$ cat config.mk
export PLATFORM = sky130hd
export DESIGN_NAME = amr_monitor
export DESIGN_NICKNAME = d
export VERILOG_FILES = /design/src/amr_pkg.sv /design/src/amr_monitor.sv
export SDC_FILE = /design/constraint.sdc
export NUM_CORES = 1
export LEC_CHECK = 0
export BUFFER_PORTS_ARGS = -buffer_cell sky130_fd_sc_hd__buf_2
export CORE_MARGIN = 3
export CORE_UTILIZATION = 61
export DETAILED_ROUTE_END_ITERATION = 10
export PLACE_DENSITY = 0.79
export SETUP_SLACK_MARGIN = 0.5
export SYNTH_ARGS = -nofsm -noshare
export SYNTH_HDL_FRONTEND = slang
export SYNTH_SLANG_ARGS = --single-unit
$ cat constraint.sdc
create_clock -name clock -period 10.41 [get_ports clock]
set_input_delay 2.6025 -clock clock [delete_from_list [all_inputs] [get_ports clock]]
set_output_delay 2.6025 -clock clock [all_outputs]
set_load 0.02 [all_outputs]
$ cat src/amr_pkg.sv
// Constants, field layouts and carrier types of the measurement monitor.
// Assumes a single 40 MHz clock and an APB register master.
package amr_pkg;

  localparam int NUM_CH = 5;
  localparam int CODE_W = 10;
  localparam int PERIOD_W = 16;
  localparam int TICK_W = 16;

  // Channel numbers as seen by software
  localparam logic [2:0] CH_SUPPLY = 3'h5;
  localparam logic [2:0] CH_TEMP = 3'h4;
  localparam logic [2:0] CH_GP_LAST = 3'h3;
  localparam logic [2:0] CH_FIRST = 3'h1;

  // Register byte offsets
  localparam logic [7:0] REG_CMD = 8'h00;
  localparam logic [7:0] REG_SLEEP = 8'h04;
  localparam logic [7:0] REG_STATUS = 8'h08;
  localparam logic [7:0] REG_MASK = 8'h0c;
  localparam logic [7:0] REG_RESULT = 8'h10;
  localparam logic [7:0] REG_POWER = 8'h14;
  // Per-channel page: paddr[7:4] = page, channel = page - 1
  localparam logic [3:0] CH_FIRST_PAGE = 4'h2;
  localparam logic [3:0] CH_LAST_PAGE = 4'h6;
  localparam logic [1:0] CH_MODE = 2'h0;
  localparam logic [1:0] CH_PERIOD = 2'h1;
  localparam logic [1:0] CH_LIMITS = 2'h2;
  localparam logic [1:0] CH_LAST = 2'h3;

  // Field positions
  localparam int CMD_START_BIT = 8;
  localparam int MODE_UPEN_BIT = 2;
  localparam int MODE_LOEN_BIT = 3;
  localparam int LIM_LO_LSB = 0;
  localparam int LIM_UP_LSB = 16;
  localparam int RES_CH_LSB = 12;
  localparam int RES_BUSY_BIT = 16;

  // Status bits
  localparam int ST_W = 4;
  localparam int ST_SINGLE = 0;
  localparam int ST_PERIODIC = 1;
  localparam int ST_LIMIT = 2;
  localparam int ST_BADCMD = 3;

  // Channel modes
  localparam logic [1:0] MODE_OFF = 2'h0;
  localparam logic [1:0] MODE_PERIODIC = 2'h1;
  localparam logic [1:0] MODE_LIMITS = 2'h2;

  // Conversion sources and report kinds
  localparam logic [1:0] SRC_BG = 2'h0;
  localparam logic [1:0] SRC_SINGLE = 2'h1;
  localparam logic [1:0] SRC_PERIOD = 2'h2;
  localparam logic [1:0] REP_SINGLE = 2'h0;
  localparam logic [1:0] REP_PERIODIC = 2'h1;
  localparam logic [1:0] REP_LIMIT = 2'h2;

  // Scaling to host units
  localparam logic [9:0] SUPPLY_BASE = 10'h12c;
  localparam logic [9:0] SUPPLY_SPAN = 10'h096;
  localparam logic [9:0] GP_SPAN = 10'h0e6;
  localparam logic [9:0] TEMP_COLD_CODE = 10'h0e5;
  localparam logic [9:0] TEMP_HOT_CODE = 10'h011;

  // Reset values
  localparam logic [PERIOD_W-1:0] PERIOD_RST = 16'h0001;
  localparam logic [PERIOD_W-1:0] SLEEP_RST = 16'h0000;
  localparam logic [ST_W-1:0] MASK_RST = 4'h0;

  // Timing: period and sleep delay count in ticks of this length
  localparam int CLK_PERIOD_NS = 25;
  localparam int TICK_NS = 1000000;
  localparam int TICK_CYCLES = TICK_NS / CLK_PERIOD_NS;

  typedef struct packed {
    logic [1:0] kind;
    logic [2:0] chan;
    logic [CODE_W-1:0] value;
  } amr_report_t;

  typedef struct packed {
    logic [1:0] mode;
    logic up_en;
    logic lo_en;
    logic [PERIOD_W-1:0] period;
    logic [CODE_W-1:0] lower;
    logic [CODE_W-1:0] upper;
  } amr_chcfg_t;

endpackage

$ cat src/amr_monitor.sv
// Five-channel measurement scheduler, scaler and reporter with APB regs.
// Assumes a converter on the same clock: start pulse, later done + code.
`timescale 1ns/1ps

// What this block does
// - Five measurement channels, each yielding a ten-bit code.
// - Channel 5 supply, 4 temperature, 3 to 1 external inputs.
// - External inputs span 0 to 2.3 V, reported as volts times 100.
// - Single command makes exactly one conversion and returns its result.
// - Periodic mode converts at host rate, one report per conversion.
// - Limit mode reports a periodic conversion only when a limit is crossed.
// - Period not above sleep delay keeps the device out of low power.
// - Supply is measured continuously on an internal channel.
// - Supply reported as volts times 100 over 3.0 to 4.5 V.
// - Temperature is measured continuously on an internal channel.
// - Temperature reported as raw code, 229 cold down to 17 hot.
module amr_monitor
  import amr_pkg::*;
#(
  parameter int unsigned TICK_CYCLES_P = TICK_CYCLES
) (
  input wire logic clock,
  input wire logic rst_n,
  input wire logic psel,
  input wire logic penable,
  input wire logic pwrite,
  input wire logic [11:0] paddr,
  input wire logic [31:0] pwdata,
  output logic [31:0] prdata,
  output logic pready,
  output logic pslverr,
  output logic conv_start,
  output logic [2:0] conv_sel,
  input wire logic conv_done,
  input wire logic [CODE_W-1:0] conv_code,
  output amr_report_t report,
  output logic report_valid,
  output logic sleep_inhibit,
  output logic irq
);

  typedef enum logic {S_IDLE, S_CONV} amr_state_t;

  amr_state_t state_q;
  amr_chcfg_t cfg_q [NUM_CH];
  logic [CODE_W-1:0] last_q [NUM_CH];
  logic [PERIOD_W-1:0] cnt_q [NUM_CH];
  logic [NUM_CH-1:0] due_q, due_set, inh;
  logic [TICK_W-1:0] tick_cnt_q;
  logic tick_q;
  logic [31:0] prdata_q, rdata_d;
  logic pready_q, pslverr_q, rd_err_d;
  logic conv_start_q, report_valid_q, sleep_inhibit_q, irq_q;
  logic [2:0] conv_sel_q, single_ch_q, bg_ch_q;
  logic [1:0] cur_src_q;
  logic single_pend_q, bg_pend_q;
  logic [PERIOD_W-1:0] sleep_q;
  logic [ST_W-1:0] status_q, status_set, mask_q;
  logic [CODE_W-1:0] result_q;
  logic [2:0] result_ch_q;
  amr_report_t report_q;
  logic acc, wr_acc, ch_region, pick_valid, start, done_acc, busy;
  logic [2:0] ch_idx, pick_ch, cur_idx, cmd_ch;
  logic [1:0] pick_src;
  logic [CODE_W-1:0] scaled;
  amr_chcfg_t cur_cfg, rd_cfg;
  logic limit_hit, rep_single, rep_per, rep_lim, cmd_ok;

  assign prdata = prdata_q;
  assign pready = pready_q;
  assign pslverr = pslverr_q;
  assign conv_start = conv_start_q;
  assign conv_sel = conv_sel_q;
  assign report = report_q;
  assign report_valid = report_valid_q;
  assign sleep_inhibit = sleep_inhibit_q;
  assign irq = irq_q;

  // Maps a converter code onto host units per channel
  function automatic logic [CODE_W-1:0] scale_code(input logic [2:0] ch,
                                                   input logic [9:0] code);
    logic [19:0] prod;
    prod = 20'h00000;
    scale_code = code;
    case (ch)
      CH_SUPPLY: begin
        prod = {10'h000, code} * {10'h000, SUPPLY_SPAN};
        scale_code = SUPPLY_BASE + prod[19:10];
      end
      CH_TEMP: begin
        // Raw code kept; out-of-range codes pinned to the band ends
        if (code > TEMP_COLD_CODE) begin
          scale_code = TEMP_COLD_CODE;
        end else if (code < TEMP_HOT_CODE) begin
          scale_code = TEMP_HOT_CODE;
        end
      end
      default: begin
        prod = {10'h000, code} * {10'h000, GP_SPAN};
        scale_code = prod[19:10];
      end
    endcase
  endfunction

  // APB decode; one wait state so read data comes from a flop
  assign acc = psel && penable && pready_q;
  assign wr_acc = acc && pwrite;
  assign ch_region = (paddr[11:8] == 4'h0) && (paddr[7:4] >= CH_FIRST_PAGE)
                     && (paddr[7:4] <= CH_LAST_PAGE);
  assign ch_idx = 3'(paddr[7:4] - CH_FIRST_PAGE);
  assign rd_cfg = cfg_q[ch_idx];
  assign cmd_ch = pwdata[2:0];
  assign cmd_ok = (cmd_ch >= CH_FIRST) && (cmd_ch <= CH_SUPPLY)
                  && !single_pend_q;
  assign busy = single_pend_q || (state_q == S_CONV && cur_src_q == SRC_SINGLE);

  always_comb begin
    rdata_d = 32'h00000000;
    rd_err_d = 1'b0;
    if (ch_region) begin
      case (paddr[3:2])
        CH_MODE: rdata_d[3:0] = {rd_cfg.lo_en, rd_cfg.up_en, rd_cfg.mode};
        CH_PERIOD: rdata_d[PERIOD_W-1:0] = rd_cfg.period;
        CH_LIMITS: begin
          rdata_d[LIM_LO_LSB +: CODE_W] = rd_cfg.lower;
          rdata_d[LIM_UP_LSB +: CODE_W] = rd_cfg.upper;
        end
        default: rdata_d[CODE_W-1:0] = last_q[ch_idx];
      endcase
    end else if (paddr[11:8] != 4'h0) begin
      rd_err_d = 1'b1;
    end else begin
      case (paddr[7:0])
        REG_CMD: begin
          rdata_d[2:0] = single_ch_q;
          rdata_d[CMD_START_BIT] = single_pend_q;
        end
        REG_SLEEP: rdata_d[PERIOD_W-1:0] = sleep_q;
        REG_STATUS: rdata_d[ST_W-1:0] = status_q;
        REG_MASK: rdata_d[ST_W-1:0] = mask_q;
        REG_RESULT: begin
          rdata_d[CODE_W-1:0] = result_q;
          rdata_d[RES_CH_LSB +: 3] = result_ch_q;
          rdata_d[RES_BUSY_BIT] = busy;
        end
        REG_POWER: rdata_d[0] = sleep_inhibit_q;
        default: rd_err_d = 1'b1;
      endcase
    end
  end

  always_ff @(posedge clock) begin
    if (!rst_n) begin
      pready_q <= 1'b0;
      prdata_q <= 32'h00000000;
      pslverr_q <= 1'b0;
    end else begin
      pready_q <= psel && penable && !pready_q;
      if (psel && penable && !pready_q) begin
        prdata_q <= pwrite ? 32'h00000000 : rdata_d;
        pslverr_q <= rd_err_d;
      end
    end
  end

  always_ff @(posedge clock) begin
    if (!rst_n) begin
      sleep_q <= SLEEP_RST;
      mask_q <= MASK_RST;
    end else if (wr_acc && paddr[11:8] == 4'h0) begin
      if (paddr[7:0] == REG_SLEEP) begin
        sleep_q <= pwdata[PERIOD_W-1:0];
      end
      if (paddr[7:0] == REG_MASK) begin
        mask_q <= pwdata[ST_W-1:0];
      end
    end
  end

  // Tick base for periods and the background supply/temperature scan
  always_ff @(posedge clock) begin
    if (!rst_n) begin
      tick_cnt_q <= '0;
      tick_q <= 1'b0;
    end else if (tick_cnt_q == TICK_W'(TICK_CYCLES_P - 1)) begin
      tick_cnt_q <= '0;
      tick_q <= 1'b1;
    end else begin
      tick_cnt_q <= tick_cnt_q + 1'b1;
      tick_q <= 1'b0;
    end
  end

  genvar gi;
  generate
    for (gi = 0; gi < NUM_CH; gi++) begin : g_ch
      localparam logic [2:0] CH_NUM = 3'(gi + 1);
      logic sel_w;
      assign sel_w = wr_acc && ch_region && ch_idx == 3'(gi);
      assign due_set[gi] = cfg_q[gi].mode != MODE_OFF && tick_q
                           && cnt_q[gi] <= 16'h0001;
      assign inh[gi] = cfg_q[gi].mode != MODE_OFF
                       && cfg_q[gi].period <= sleep_q;

      always_ff @(posedge clock) begin
        if (!rst_n) begin
          cfg_q[gi] <= '{MODE_OFF, 1'b0, 1'b0, PERIOD_RST, '0, '0};
        end else if (sel_w) begin
          case (paddr[3:2])
            CH_MODE: begin
              cfg_q[gi].mode <= pwdata[1:0];
              cfg_q[gi].up_en <= pwdata[MODE_UPEN_BIT];
              cfg_q[gi].lo_en <= pwdata[MODE_LOEN_BIT];
            end
            CH_PERIOD: cfg_q[gi].period <= pwdata[PERIOD_W-1:0];
            CH_LIMITS: begin
              cfg_q[gi].lower <= pwdata[LIM_LO_LSB +: CODE_W];
              cfg_q[gi].upper <= pwdata[LIM_UP_LSB +: CODE_W];
            end
            default: ;
          endcase
        end
      end

      always_ff @(posedge clock) begin
        if (!rst_n) begin
          cnt_q[gi] <= PERIOD_RST;
          due_q[gi] <= 1'b0;
        end else if (cfg_q[gi].mode == MODE_OFF) begin
          cnt_q[gi] <= cfg_q[gi].period;
          due_q[gi] <= 1'b0;
        end else begin
          if (due_set[gi]) begin
            cnt_q[gi] <= cfg_q[gi].period;
          end else if (tick_q) begin
            cnt_q[gi] <= cnt_q[gi] - 1'b1;
          end
          // A new due wins over the grant of the previous one
          due_q[gi] <= (due_q[gi] && !(start && pick_src == SRC_PERIOD
                        && pick_ch == CH_NUM)) || due_set[gi];
        end
      end

      always_ff @(posedge clock) begin
        if (!rst_n) begin
          last_q[gi] <= '0;
        end else if (done_acc && conv_sel_q == CH_NUM) begin
          last_q[gi] <= scaled;
        end
      end
    end
  endgenerate

  // Single request first, then lowest periodic channel, then background
  always_comb begin
    pick_valid = 1'b0;
    pick_ch = CH_SUPPLY;
    pick_src = SRC_BG;
    if (single_pend_q) begin
      pick_valid = 1'b1;
      pick_ch = single_ch_q;
      pick_src = SRC_SINGLE;
    end else if (|due_q) begin
      pick_valid = 1'b1;
      pick_src = SRC_PERIOD;
      for (int i = NUM_CH - 1; i >= 0; i--) begin
        if (due_q[i]) begin
          pick_ch = 3'(i + 1);
        end
      end
    end else if (bg_pend_q) begin
      pick_valid = 1'b1;
      pick_ch = bg_ch_q;
    end
  end

  assign start = state_q == S_IDLE && pick_valid;
  assign done_acc = state_q == S_CONV && conv_done;
  assign cur_idx = 3'(conv_sel_q - 3'h1);
  assign cur_cfg = cfg_q[cur_idx];
  assign scaled = scale_code(conv_sel_q, conv_code);
  assign limit_hit = (cur_cfg.up_en && scaled > cur_cfg.upper)
                     || (cur_cfg.lo_en && scaled < cur_cfg.lower);
  assign rep_single = cur_src_q == SRC_SINGLE;
  assign rep_per = cur_src_q == SRC_PERIOD && cur_cfg.mode == MODE_PERIODIC;
  assign rep_lim = cur_src_q == SRC_PERIOD && cur_cfg.mode == MODE_LIMITS
                   && limit_hit;

  always_ff @(posedge clock) begin
    if (!rst_n) begin
      state_q <= S_IDLE;
      conv_start_q <= 1'b0;
      conv_sel_q <= CH_SUPPLY;
      cur_src_q <= SRC_BG;
    end else begin
      conv_start_q <= start;
      case (state_q)
        S_IDLE: begin
          if (pick_valid) begin
            state_q <= S_CONV;
            conv_sel_q <= pick_ch;
            cur_src_q <= pick_src;
          end
        end
        S_CONV: begin
          if (conv_done) begin
            state_q <= S_IDLE;
          end
        end
        default: state_q <= S_IDLE;
      endcase
    end
  end

  // Command intake; one outstanding single request at a time
  always_ff @(posedge clock) begin
    if (!rst_n) begin
      single_pend_q <= 1'b0;
      single_ch_q <= CH_FIRST;
    end else if (wr_acc && paddr == {4'h0, REG_CMD} && pwdata[CMD_START_BIT]
                 && cmd_ok) begin
      single_pend_q <= 1'b1;
      single_ch_q <= cmd_ch;
    end else if (start && pick_src == SRC_SINGLE) begin
      single_pend_q <= 1'b0;
    end
  end

  // Background scan alternates supply and temperature once per tick
  always_ff @(posedge clock) begin
    if (!rst_n) begin
      bg_pend_q <= 1'b0;
      bg_ch_q <= CH_SUPPLY;
    end else begin
      bg_pend_q <= (bg_pend_q && !(start && pick_src == SRC_BG)) || tick_q;
      if (start && pick_src == SRC_BG) begin
        bg_ch_q <= (bg_ch_q == CH_SUPPLY) ? CH_TEMP : CH_SUPPLY;
      end
    end
  end

  always_ff @(posedge clock) begin
    if (!rst_n) begin
      report_valid_q <= 1'b0;
      report_q <= '0;
      result_q <= '0;
      result_ch_q <= CH_FIRST;
    end else begin
      report_valid_q <= done_acc && (rep_single || rep_per || rep_lim);
      if (done_acc) begin
        report_q.chan <= conv_sel_q;
        report_q.value <= scaled;
        report_q.kind <= rep_single ? REP_SINGLE
                         : (rep_lim ? REP_LIMIT : REP_PERIODIC);
      end
      if (done_acc && rep_single) begin
        result_q <= scaled;
        result_ch_q <= conv_sel_q;
      end
    end
  end

  always_comb begin
    status_set = '0;
    status_set[ST_SINGLE] = done_acc && rep_single;
    status_set[ST_PERIODIC] = done_acc && rep_per;
    status_set[ST_LIMIT] = done_acc && rep_lim;
    status_set[ST_BADCMD] = wr_acc && paddr == {4'h0, REG_CMD}
                            && pwdata[CMD_START_BIT] && !cmd_ok;
  end

  // Write one clears; a set in the same cycle wins
  always_ff @(posedge clock) begin
    if (!rst_n) begin
      status_q <= '0;
    end else if (wr_acc && paddr == {4'h0, REG_STATUS}) begin
      status_q <= (status_q & ~pwdata[ST_W-1:0]) | status_set;
    end else begin
      status_q <= status_q | status_set;
    end
  end

  always_ff @(posedge clock) begin
    if (!rst_n) begin
      irq_q <= 1'b0;
      sleep_inhibit_q <= 1'b0;
    end else begin
      irq_q <= |(status_q & mask_q);
      sleep_inhibit_q <= |inh;
    end
  end

  a_conv_pulse: assert property (
    @(posedge clock) disable iff (!rst_n)
    conv_start_q |=> !conv_start_q ##1 !conv_start_q)
    else $error("conversion start not a single pulse");

  a_chan_legal: assert property (
    @(posedge clock) disable iff (!rst_n)
    conv_start_q |-> conv_sel_q >= 3'h1 && conv_sel_q <= 3'h5)
    else $error("conversion on channel outside 1 to 5");

  a_report_cause: assert property (
    @(posedge clock) disable iff (!rst_n)
    report_valid_q |-> $past(done_acc) && report_q.chan == $past(conv_sel_q))
    else $error("report without a finished conversion");

  a_limit_only_hit: assert property (
    @(posedge clock) disable iff (!rst_n)
    report_valid_q && report_q.kind == 2'h2 |->
      (cfg_q[report_q.chan - 3'h1].up_en
       && report_q.value > cfg_q[report_q.chan - 3'h1].upper)
      || (cfg_q[report_q.chan - 3'h1].lo_en
       && report_q.value < cfg_q[report_q.chan - 3'h1].lower))
    else $error("limit report without a crossed limit");

  a_sleep_hold: assert property (
    @(posedge clock) disable iff (!rst_n)
    (cfg_q[0].mode != 2'h0 && cfg_q[0].period <= sleep_q) [*2]
      |-> sleep_inhibit_q)
    else $error("low power allowed with short period");

  a_supply_range: assert property (
    @(posedge clock) disable iff (!rst_n)
    report_valid_q && report_q.chan == 3'h5 |->
      report_q.value >= 10'h12c && report_q.value <= 10'h1c2)
    else $error("supply report outside 300 to 450");

  a_temp_range: assert property (
    @(posedge clock) disable iff (!rst_n)
    report_valid_q && report_q.chan == 3'h4 |->
      report_q.value >= 10'h011 && report_q.value <= 10'h0e5)
    else $error("temperature code outside 17 to 229");

  a_gp_range: assert property (
    @(posedge clock) disable iff (!rst_n)
    report_valid_q && report_q.chan <= 3'h3 |->
      report_q.value <= 10'h0e6)
    else $error("external input report above 230");

  // A periodic due or a command on the same tick outranks the scan
  a_bg_scan: assert property (
    @(posedge clock) disable iff (!rst_n)
    tick_q && state_q == S_IDLE && !single_pend_q && due_q == '0
      && due_set == '0 && !wr_acc
      |-> ##[1:2] conv_start_q && (conv_sel_q == 3'h5 || conv_sel_q == 3'h4))
    else $error("background scan did not start");

endmodule

# Yosys cells after proc, flatten, opt, wreduce, memory -nomap -nowiden

Memories as Yosys holds them, arrays and structs flattened.
Index checks and enable logic that the tools add are counted.

Add/sub/neg operators: 9
$mul: 2
Div/mod/pow operators: 0
$lt $le $gt $ge: 18
Equal/unequal tests: 30
Shift-type cells: 0
Multiplexer cells: 216
Bitwise logic cells: 57
Reductions and logical operators: 116

Operators by type and width:

| cell                                                                   | number |
|---|---|
| 16-bit two-way mux                                                     | 20 |
| 10-bit two-way mux                                                     | 18 |
| 1-bit two-way mux                                                      | 145 |
| 16-bit by 1-bit <= comparator with 1-bit output, second input constant | 5 |
| 16-bit <= comparator                                                   | 5 |
| 16-bit by 1-bit subtractor with 16-bit output, second input constant   | 5 |
| 1-bit logical AND                                                      | 66 |
| 1-bit bitwise OR                                                       | 50 |
| 10-bit by 7-bit multiplier with 17-bit output, second input constant   | 2 |
| 17-bit two-way mux                                                     | 2 |
| 26-bit two-way mux                                                     | 1 |
| 2-bit two-way mux                                                      | 10 |
| 10-bit one-hot mux with 2 select lines                                 | 1 |
| 3-bit by 2-bit equality test with 1-bit output, second input constant  | 6 |
| 3-bit equality test, second input constant                             | 6 |
| 3-bit two-way mux                                                      | 6 |
| 6-bit one-hot mux with 3 select lines                                  | 1 |
| 16-bit by 1-bit adder with 16-bit output, second input constant        | 1 |
| 16-bit equality test, second input constant                            | 1 |
| 8-bit by 4-bit equality test with 1-bit output, second input constant  | 2 |
| 8-bit by 5-bit equality test with 1-bit output, second input constant  | 2 |
| 2-bit logical NOT                                                      | 7 |
| 12-bit by 4-bit equality test with 1-bit output, second input constant | 1 |
| 12-bit logical NOT                                                     | 1 |
| other kinds (42)                                                       | 84 |

Register bits: 126
Bits in latches: 0
RAM bits: 330
ROM bits: 0
Bits of input ports: 60
Output and inout port bits: 56
Word-level logic and storage cells: 480
Memories kept: 3

Memories:

| name   | words | width | rd ports | clocked after memory_dff | wr ports | RTL line          | text |
|---|---|---|---|---|---|---|---|
| cfg_q  | 5     | 40    | 7        | 0                        | 5        | amr_monitor.sv:45 | `amr_chcfg_t cfg_q [NUM_CH];` |
| cnt_q  | 5     | 16    | 5        | 0                        | 5        | amr_monitor.sv:47 | `logic [PERIOD_W-1:0] cnt_q [NUM_CH];` |
| last_q | 5     | 10    | 1        | 0                        | 5        | amr_monitor.sv:46 | `logic [CODE_W-1:0] last_q [NUM_CH];` |

# Longest topological paths before layout

Depth after elaboration: 11
Gate-level depth with buffers: 27

# Least setup slack after synthesis

No wires, ideal clock.

Path type: input to register
From: in conv_code[5]
To: reg report_q, in the netlist report[13]
Library setup time: 0.117 ns
Arrival time: 8.302 ns
Required time: 10.293 ns
Slack: 1.991 ns
Stages on the path: 26
Path buffers: 0
Cells stage by stage: ha_1 ha_1 fa_1 inv_1 fa_1 inv_1 ha_1 a211o_1 a21o_2 nor3_1 o21bai_1 xnor2_1 ha_1 and2b_2 a21bo_1 a311oi_2 nor3b_2 a311oi_4 inv_1 ha_1 nand2_1 o21ai_0 o21a_1 o21ai_0 a41oi_1 a32o_1

Cells in the longest elaborated chain, start to end: 10

Ends and longest elaborated chain:

| element                                                                               | RTL line                               | text |
|---|---|---|
| start, declared                                                                       | amr_monitor.sv:35                      | `input wire logic [CODE_W-1:0] conv_code,` |
| branches (longest 3 deep; another with 10-bit by 7-bit multiplier with 17-bit output) | --                                     |  |
| 10-bit one-hot mux with 2 select lines *                                              | amr_monitor.sv:85                      | `case (ch)` |
| via scaled[6]                                                                         | amr_monitor.sv:65                      | `logic [CODE_W-1:0] scaled;` |
| 10-bit > comparator or 10-bit < comparator (tied branches)                            | amr_monitor.sv:282, amr_monitor.sv:283 |  |
| 1-bit logical AND (on tied branches)                                                  | amr_monitor.sv:282, amr_monitor.sv:283 |  |
| 1-bit logical OR *                                                                    | amr_monitor.sv:283                     | `\|\| (cur_cfg.lo_en && scaled < cur_cfg.lower);` |
| 1-bit logical AND *                                                                   | amr_monitor.sv:287                     | `&& limit_hit;` |
| 2-bit two-way mux *                                                                   | amr_monitor.sv:354                     | `: (rep_lim ? REP_LIMIT : REP_PERIODIC);` |
| 2-bit two-way mux *                                                                   | amr_monitor.sv:353                     | `report_q.kind <= rep_single ? REP_SINGLE` |
| end, declared                                                                         | amr_monitor.sv:61                      | `amr_report_t report_q;` |

Mark *: on every way through the listed nets, which the timed path passes.
A chain may end at the register's enable or synchronous reset.

# Worst setup path in the final report

From: in conv_code[5]
To: reg report_q, in the netlist report[14]

The elaborated chain is that of the path after synthesis.

==> results_tabular.tex <==
\begin{tabular}{lr}
\hline
Metric & Value \\
\hline
\multicolumn{2}{l}{\textbf{Place}} \\
Global placer's final weighted congestion & 1.01 \\
DP Wirelength & 56000 um \\
Pre-CTS setup slack & 747 ps \\
PortBufs & 103 \\
\multicolumn{2}{l}{\textbf{CTS}} \\
Num CTS Buffers & 48 \\
CTS H-tree depth & 2 \\
CTS Hold Bufs & 0 \\
Source-to-sink clock delay at the later pin of the worst-skew pair & 610 ps \\
Buffers from clock root to sink, at most & 3 \\
Clock tree from TritonCTS & done \\
Num Clock Sinks & between 400 and 500 \\
Cells resized by post-CTS repair & 0 \\
Clock Tree Root & clkbuf\_16 \\
\# Post-CTS Setup Buffers & 0 \\
Clock Pin Slew Worst Setup and Hold Paths & 60 ps \\
\multicolumn{2}{l}{\textbf{GRT}} \\
GR Overflow Total & 0 \\
Wire length of the first global-routing pass & 119000 um \\
Via count of the first global-routing pass & 20800 \\
Number of antenna violations at the first check in global routing & 3 \\
Total routing resource utilization after global routing & 32.9\% \\
Pin count of the biggest net entering global routing & 84 \\
\multicolumn{2}{l}{\textbf{Logic synthesis}} \\
Compound-cell area share of the yosys netlist & 10.6\% \\
Number of instances in the synthesized netlist & 2498 \\
Share of flip-flops with an asynchronous set or reset after synthesis & 0\% \\
Number of enable-type register cells in the synthesized netlist & 330 \\
Unique masters post-synth & 89 \\
Largest family of logic cells by synthesized area & simple AND/OR/NAND/NOR gates \\
Register bit total from synthesis & 448 \\
Number of warnings printed during yosys synthesis & 0 \\
Post-synthesis sequential area ratio & 45.2\% \\
Fraction of post-synthesis cell area in the top cell type by area & 36.5\% \\
Post-synthesis cell type with the largest combined area & edfxtp\_1 \\
Most used flip-flop cell after synthesis & edfxtp\_1 \\
Arithmetic-cell share of the synthesized area counting full adders, half adders and majority gates & 11.8\% \\
Post-synthesis share of cell area spent on and, or, nand and nor gates & 16.2\% \\
Leading cell types by total area after synthesis & edfxtp\_1 37\%, ha\_1 9.7\%, dfxtp\_1 8.7\% \\
Netlist Area Pre-Place & 27100 um\^{}2 \\
Mux share of post-synthesis cell area & 9.50\% \\
Mean area per synthesized cell & 10.9 um\^{}2 \\
Post-synthesis share of cell area spent on xor and xnor gates & 2.91\% \\
\multicolumn{2}{l}{\textbf{Layout}} \\
Area growth from synthesis to layout & 9.59\% \\
Fill cell total of the finished layout & 3226 \\
Most common cell after layout, fill and taps aside & edfxtp\_1 \\
Top library cells by usage in the layout, fill and taps aside & 330 x edfxtp\_1, 226 x nor2\_1, 210 x ha\_1 \\
Final \#Nets & 2864 \\
Share of layout cells above drive strength 1 & a little over an eighth \\
\multicolumn{2}{l}{\textbf{Timing}} \\
Min cycle time layout & a little over 9000 ps \\
Relative slew margins & 23.6\% \\
Peak clock frequency supported by timing & 109 MHz \\
Total negative setup slack & 0 ps \\
Period Utilization, post-route & 88.1\% \\
Worst clock skew & 27.1 ps \\
Final setup violation count & 0 \\
Worst setup margin & 1240 ps \\
Transition time of the tightest slew-check pin & 1140 ps \\
Max-slew violation count & 0 \\
Unrepaired setup endpoints after global routing & no \\
Final hold vios & 0 \\
\multicolumn{2}{l}{\textbf{Power}} \\
Total power per unit cell area & 162 nW/um\^{}2 \\
Leakage power of the design & roughly 12 nW \\
Sum of internal, switching and leakage power & roughly 4.8 mW \\
Peak VDD IR & 0.000150 V \\
\multicolumn{2}{l}{\textbf{Job}} \\
Total of max-cap violations & 0 \\
\multicolumn{2}{l}{\textbf{Route}} \\
Avg WL per Cell & 24.3 um \\
Router iterations before antenna repair & 9 \\
Iter 0 DRT Violations & 2265 \\
Drc violations & 0 \\
Via total after detailed routing & 20800 \\
Aggregate routed wire length & 77400 um \\
Via/cell ratio & around 6.5 \\
Post-detailed-route count of antenna-violating nets & 0 \\
\multicolumn{2}{l}{\textbf{Floorplanning}} \\
Die Height & 217 um \\
Die Width & 217 um \\
Floorplan row count & 76 \\
Area of the die & 47000 um\^{}2 \\
Core footprint & approximately 43000 um\^{}2 \\
Number of top-level pins & 116 \\
Initial standard-cell utilization of the core & 62.4\% \\
\multicolumn{2}{l}{\textbf{Worst setup path}} \\
Kind of end point of the critical path & register \\
Worst path required time & 10860 ps \\
Highest fanout seen on the critical path & 13 \\
Register-to-Register Path Depth & 17 \\
Critical path arrival & 9620 ps \\
Setup Crit Path Kind & input pin to register \\
CP Launch Type & input pin \\
\multicolumn{2}{l}{\textbf{Min path}} \\
Cell depth of the worst hold path & 2 \\
Path class of the lowest-slack min-delay path & register to register \\
\multicolumn{2}{l}{\textbf{Status}} \\
Result of the run & finished clean \\
\hline
\end{tabular}
final cells by class:
class	count	area (um^2)	area share [%]
inverter	111	417	1.40
multi-input combinational	1818	13900	46.8
timing repair buffer	138	781	2.63
sequential	448	12300	41.3
antenna	3	7.51	0.0253
clock buffer	63	1330	4.47
tap	585	732	2.46
clock inverter	27	277	0.930
through the flow:
stage	instances	hold slack, ps	instance area, um^2	util [%]
4_1_cts	3190	455	29700	68.4
5_1_grt	3190	472	29700	68.4
6_report	3193	453	29700	68.4
2_1_floorplan	2509	426	27200	-
3_5_place_dp	3100	446	28100	64.7
3_3_place_gp	3100	440	28100	64.7
logic make-up after synthesis:
group / Yosys count
AND/OR/NAND/NOR: 868
AO/OA/AOI/OAI: 461
flip-flops: 448
buffers and inverters: 243
adder cells (fa/ha/maj): 239
multiplexers: 148
XOR/XNOR: 90
other: 1
layer usage:
metal  routed length [um]  part of all wire [%]  track usage [%]  up-vias
met5                   11                 0.014                0        -
met1                29100                    38             41.4    10100
li1                     -                     -                -     9271
met3                 6690                   8.6             6.38      306
met2                36800                    47             54.3     1121
met4                 4840                   6.3             17.3        2
registers in the layout, indices dropped and copies added, names as in the netlist, 2 cells and up:
| name | cells |
|---|---|
| status_q | 4 |
| tick_cnt_q | 16 |
| single_ch_q | 3 |
| result_q | 10 |
| cur_src_q | 2 |
| due_q | 5 |
| conv_sel | 3 |
| cfg_q | 200 |
| cnt_q | 80 |
| result_ch_q | 3 |
| prdata | 26 |
| mask_q | 4 |
| last_q | 50 |
| report | 15 |
| sleep_q | 16 |
critical path, stage by stage:
cell and delay (ps):
buf_2 310, ha_1 300, ha_1 300, fa_1 530, inv_1 50, fa_1 500, inv_1 40, ha_1 340
nand4_1 150, a211oi_1 550, nor3_1 200, o21bai_1 200, xnor2_1 90, ha_1 250, and2b_2 230, a21bo_1 230
a311oi_2 320, nor3b_2 100, a311oi_4 520, inv_1 180, ha_1 330, nand3_1 70, nor2_1 50, o21ai_0 70
nand4b_1 120, and3_1 200, a41oi_1 610, a21oi_1 170
path summary, 6_finish.rpt:
path | start | to | slack (ps)
min | report[10]$_SDFFE_PN0P_ | report[10]$_SDFFE_PN0P_ | 450
max | conv_code[5] | report[14]$_SDFFE_PN0P_ | 1240
min reg2reg | report[10]$_SDFFE_PN0P_ | report[10]$_SDFFE_PN0P_ | 450
max reg2reg | conv_sel[0]$_SDFFE_PN1P_ | report[14]$_SDFFE_PN0P_ | 5360
power by group:
| part | total [mW] | internal, mW | switching, mW |
|---|---|---|---|
| clock | 1.75 | 1.01 | 0.747 |
| combinational | 1.06 | 0.404 | 0.653 |
| sequential | 2.01 | 1.96 | 0.0440 |
| total | 4.82 | 3.37 | 1.44 |
cells in the mapped netlist, drive strengths merged, types with 4 or more instances:
master / instances
o21bai: 4
o21a: 10
nand2: 187
a22oi: 21
a211oi: 31
a221oi: 5
edfxtp: 330
o211ai: 9
o2111ai: 4
fa: 28
o31ai: 11
xor2: 22
nor2: 229
o21ai: 163
dfxtp: 118
a21oi: 120
nand4: 28
clkbuf: 94
or4: 13
mux4: 87
nand2b: 20
nor4: 32
buf: 38
nor3b: 7
xnor2: 68
a2111oi: 5
mux2: 5
mux2i: 56
and2: 180
nor3: 51
inv: 111
nand3: 59
a22o: 5
nor2b: 16
a211o: 6
ha: 211
and3: 13
or3: 21
a21o: 33
a311oi: 5
No activity file was read; power rests on OpenSTA's default activity.
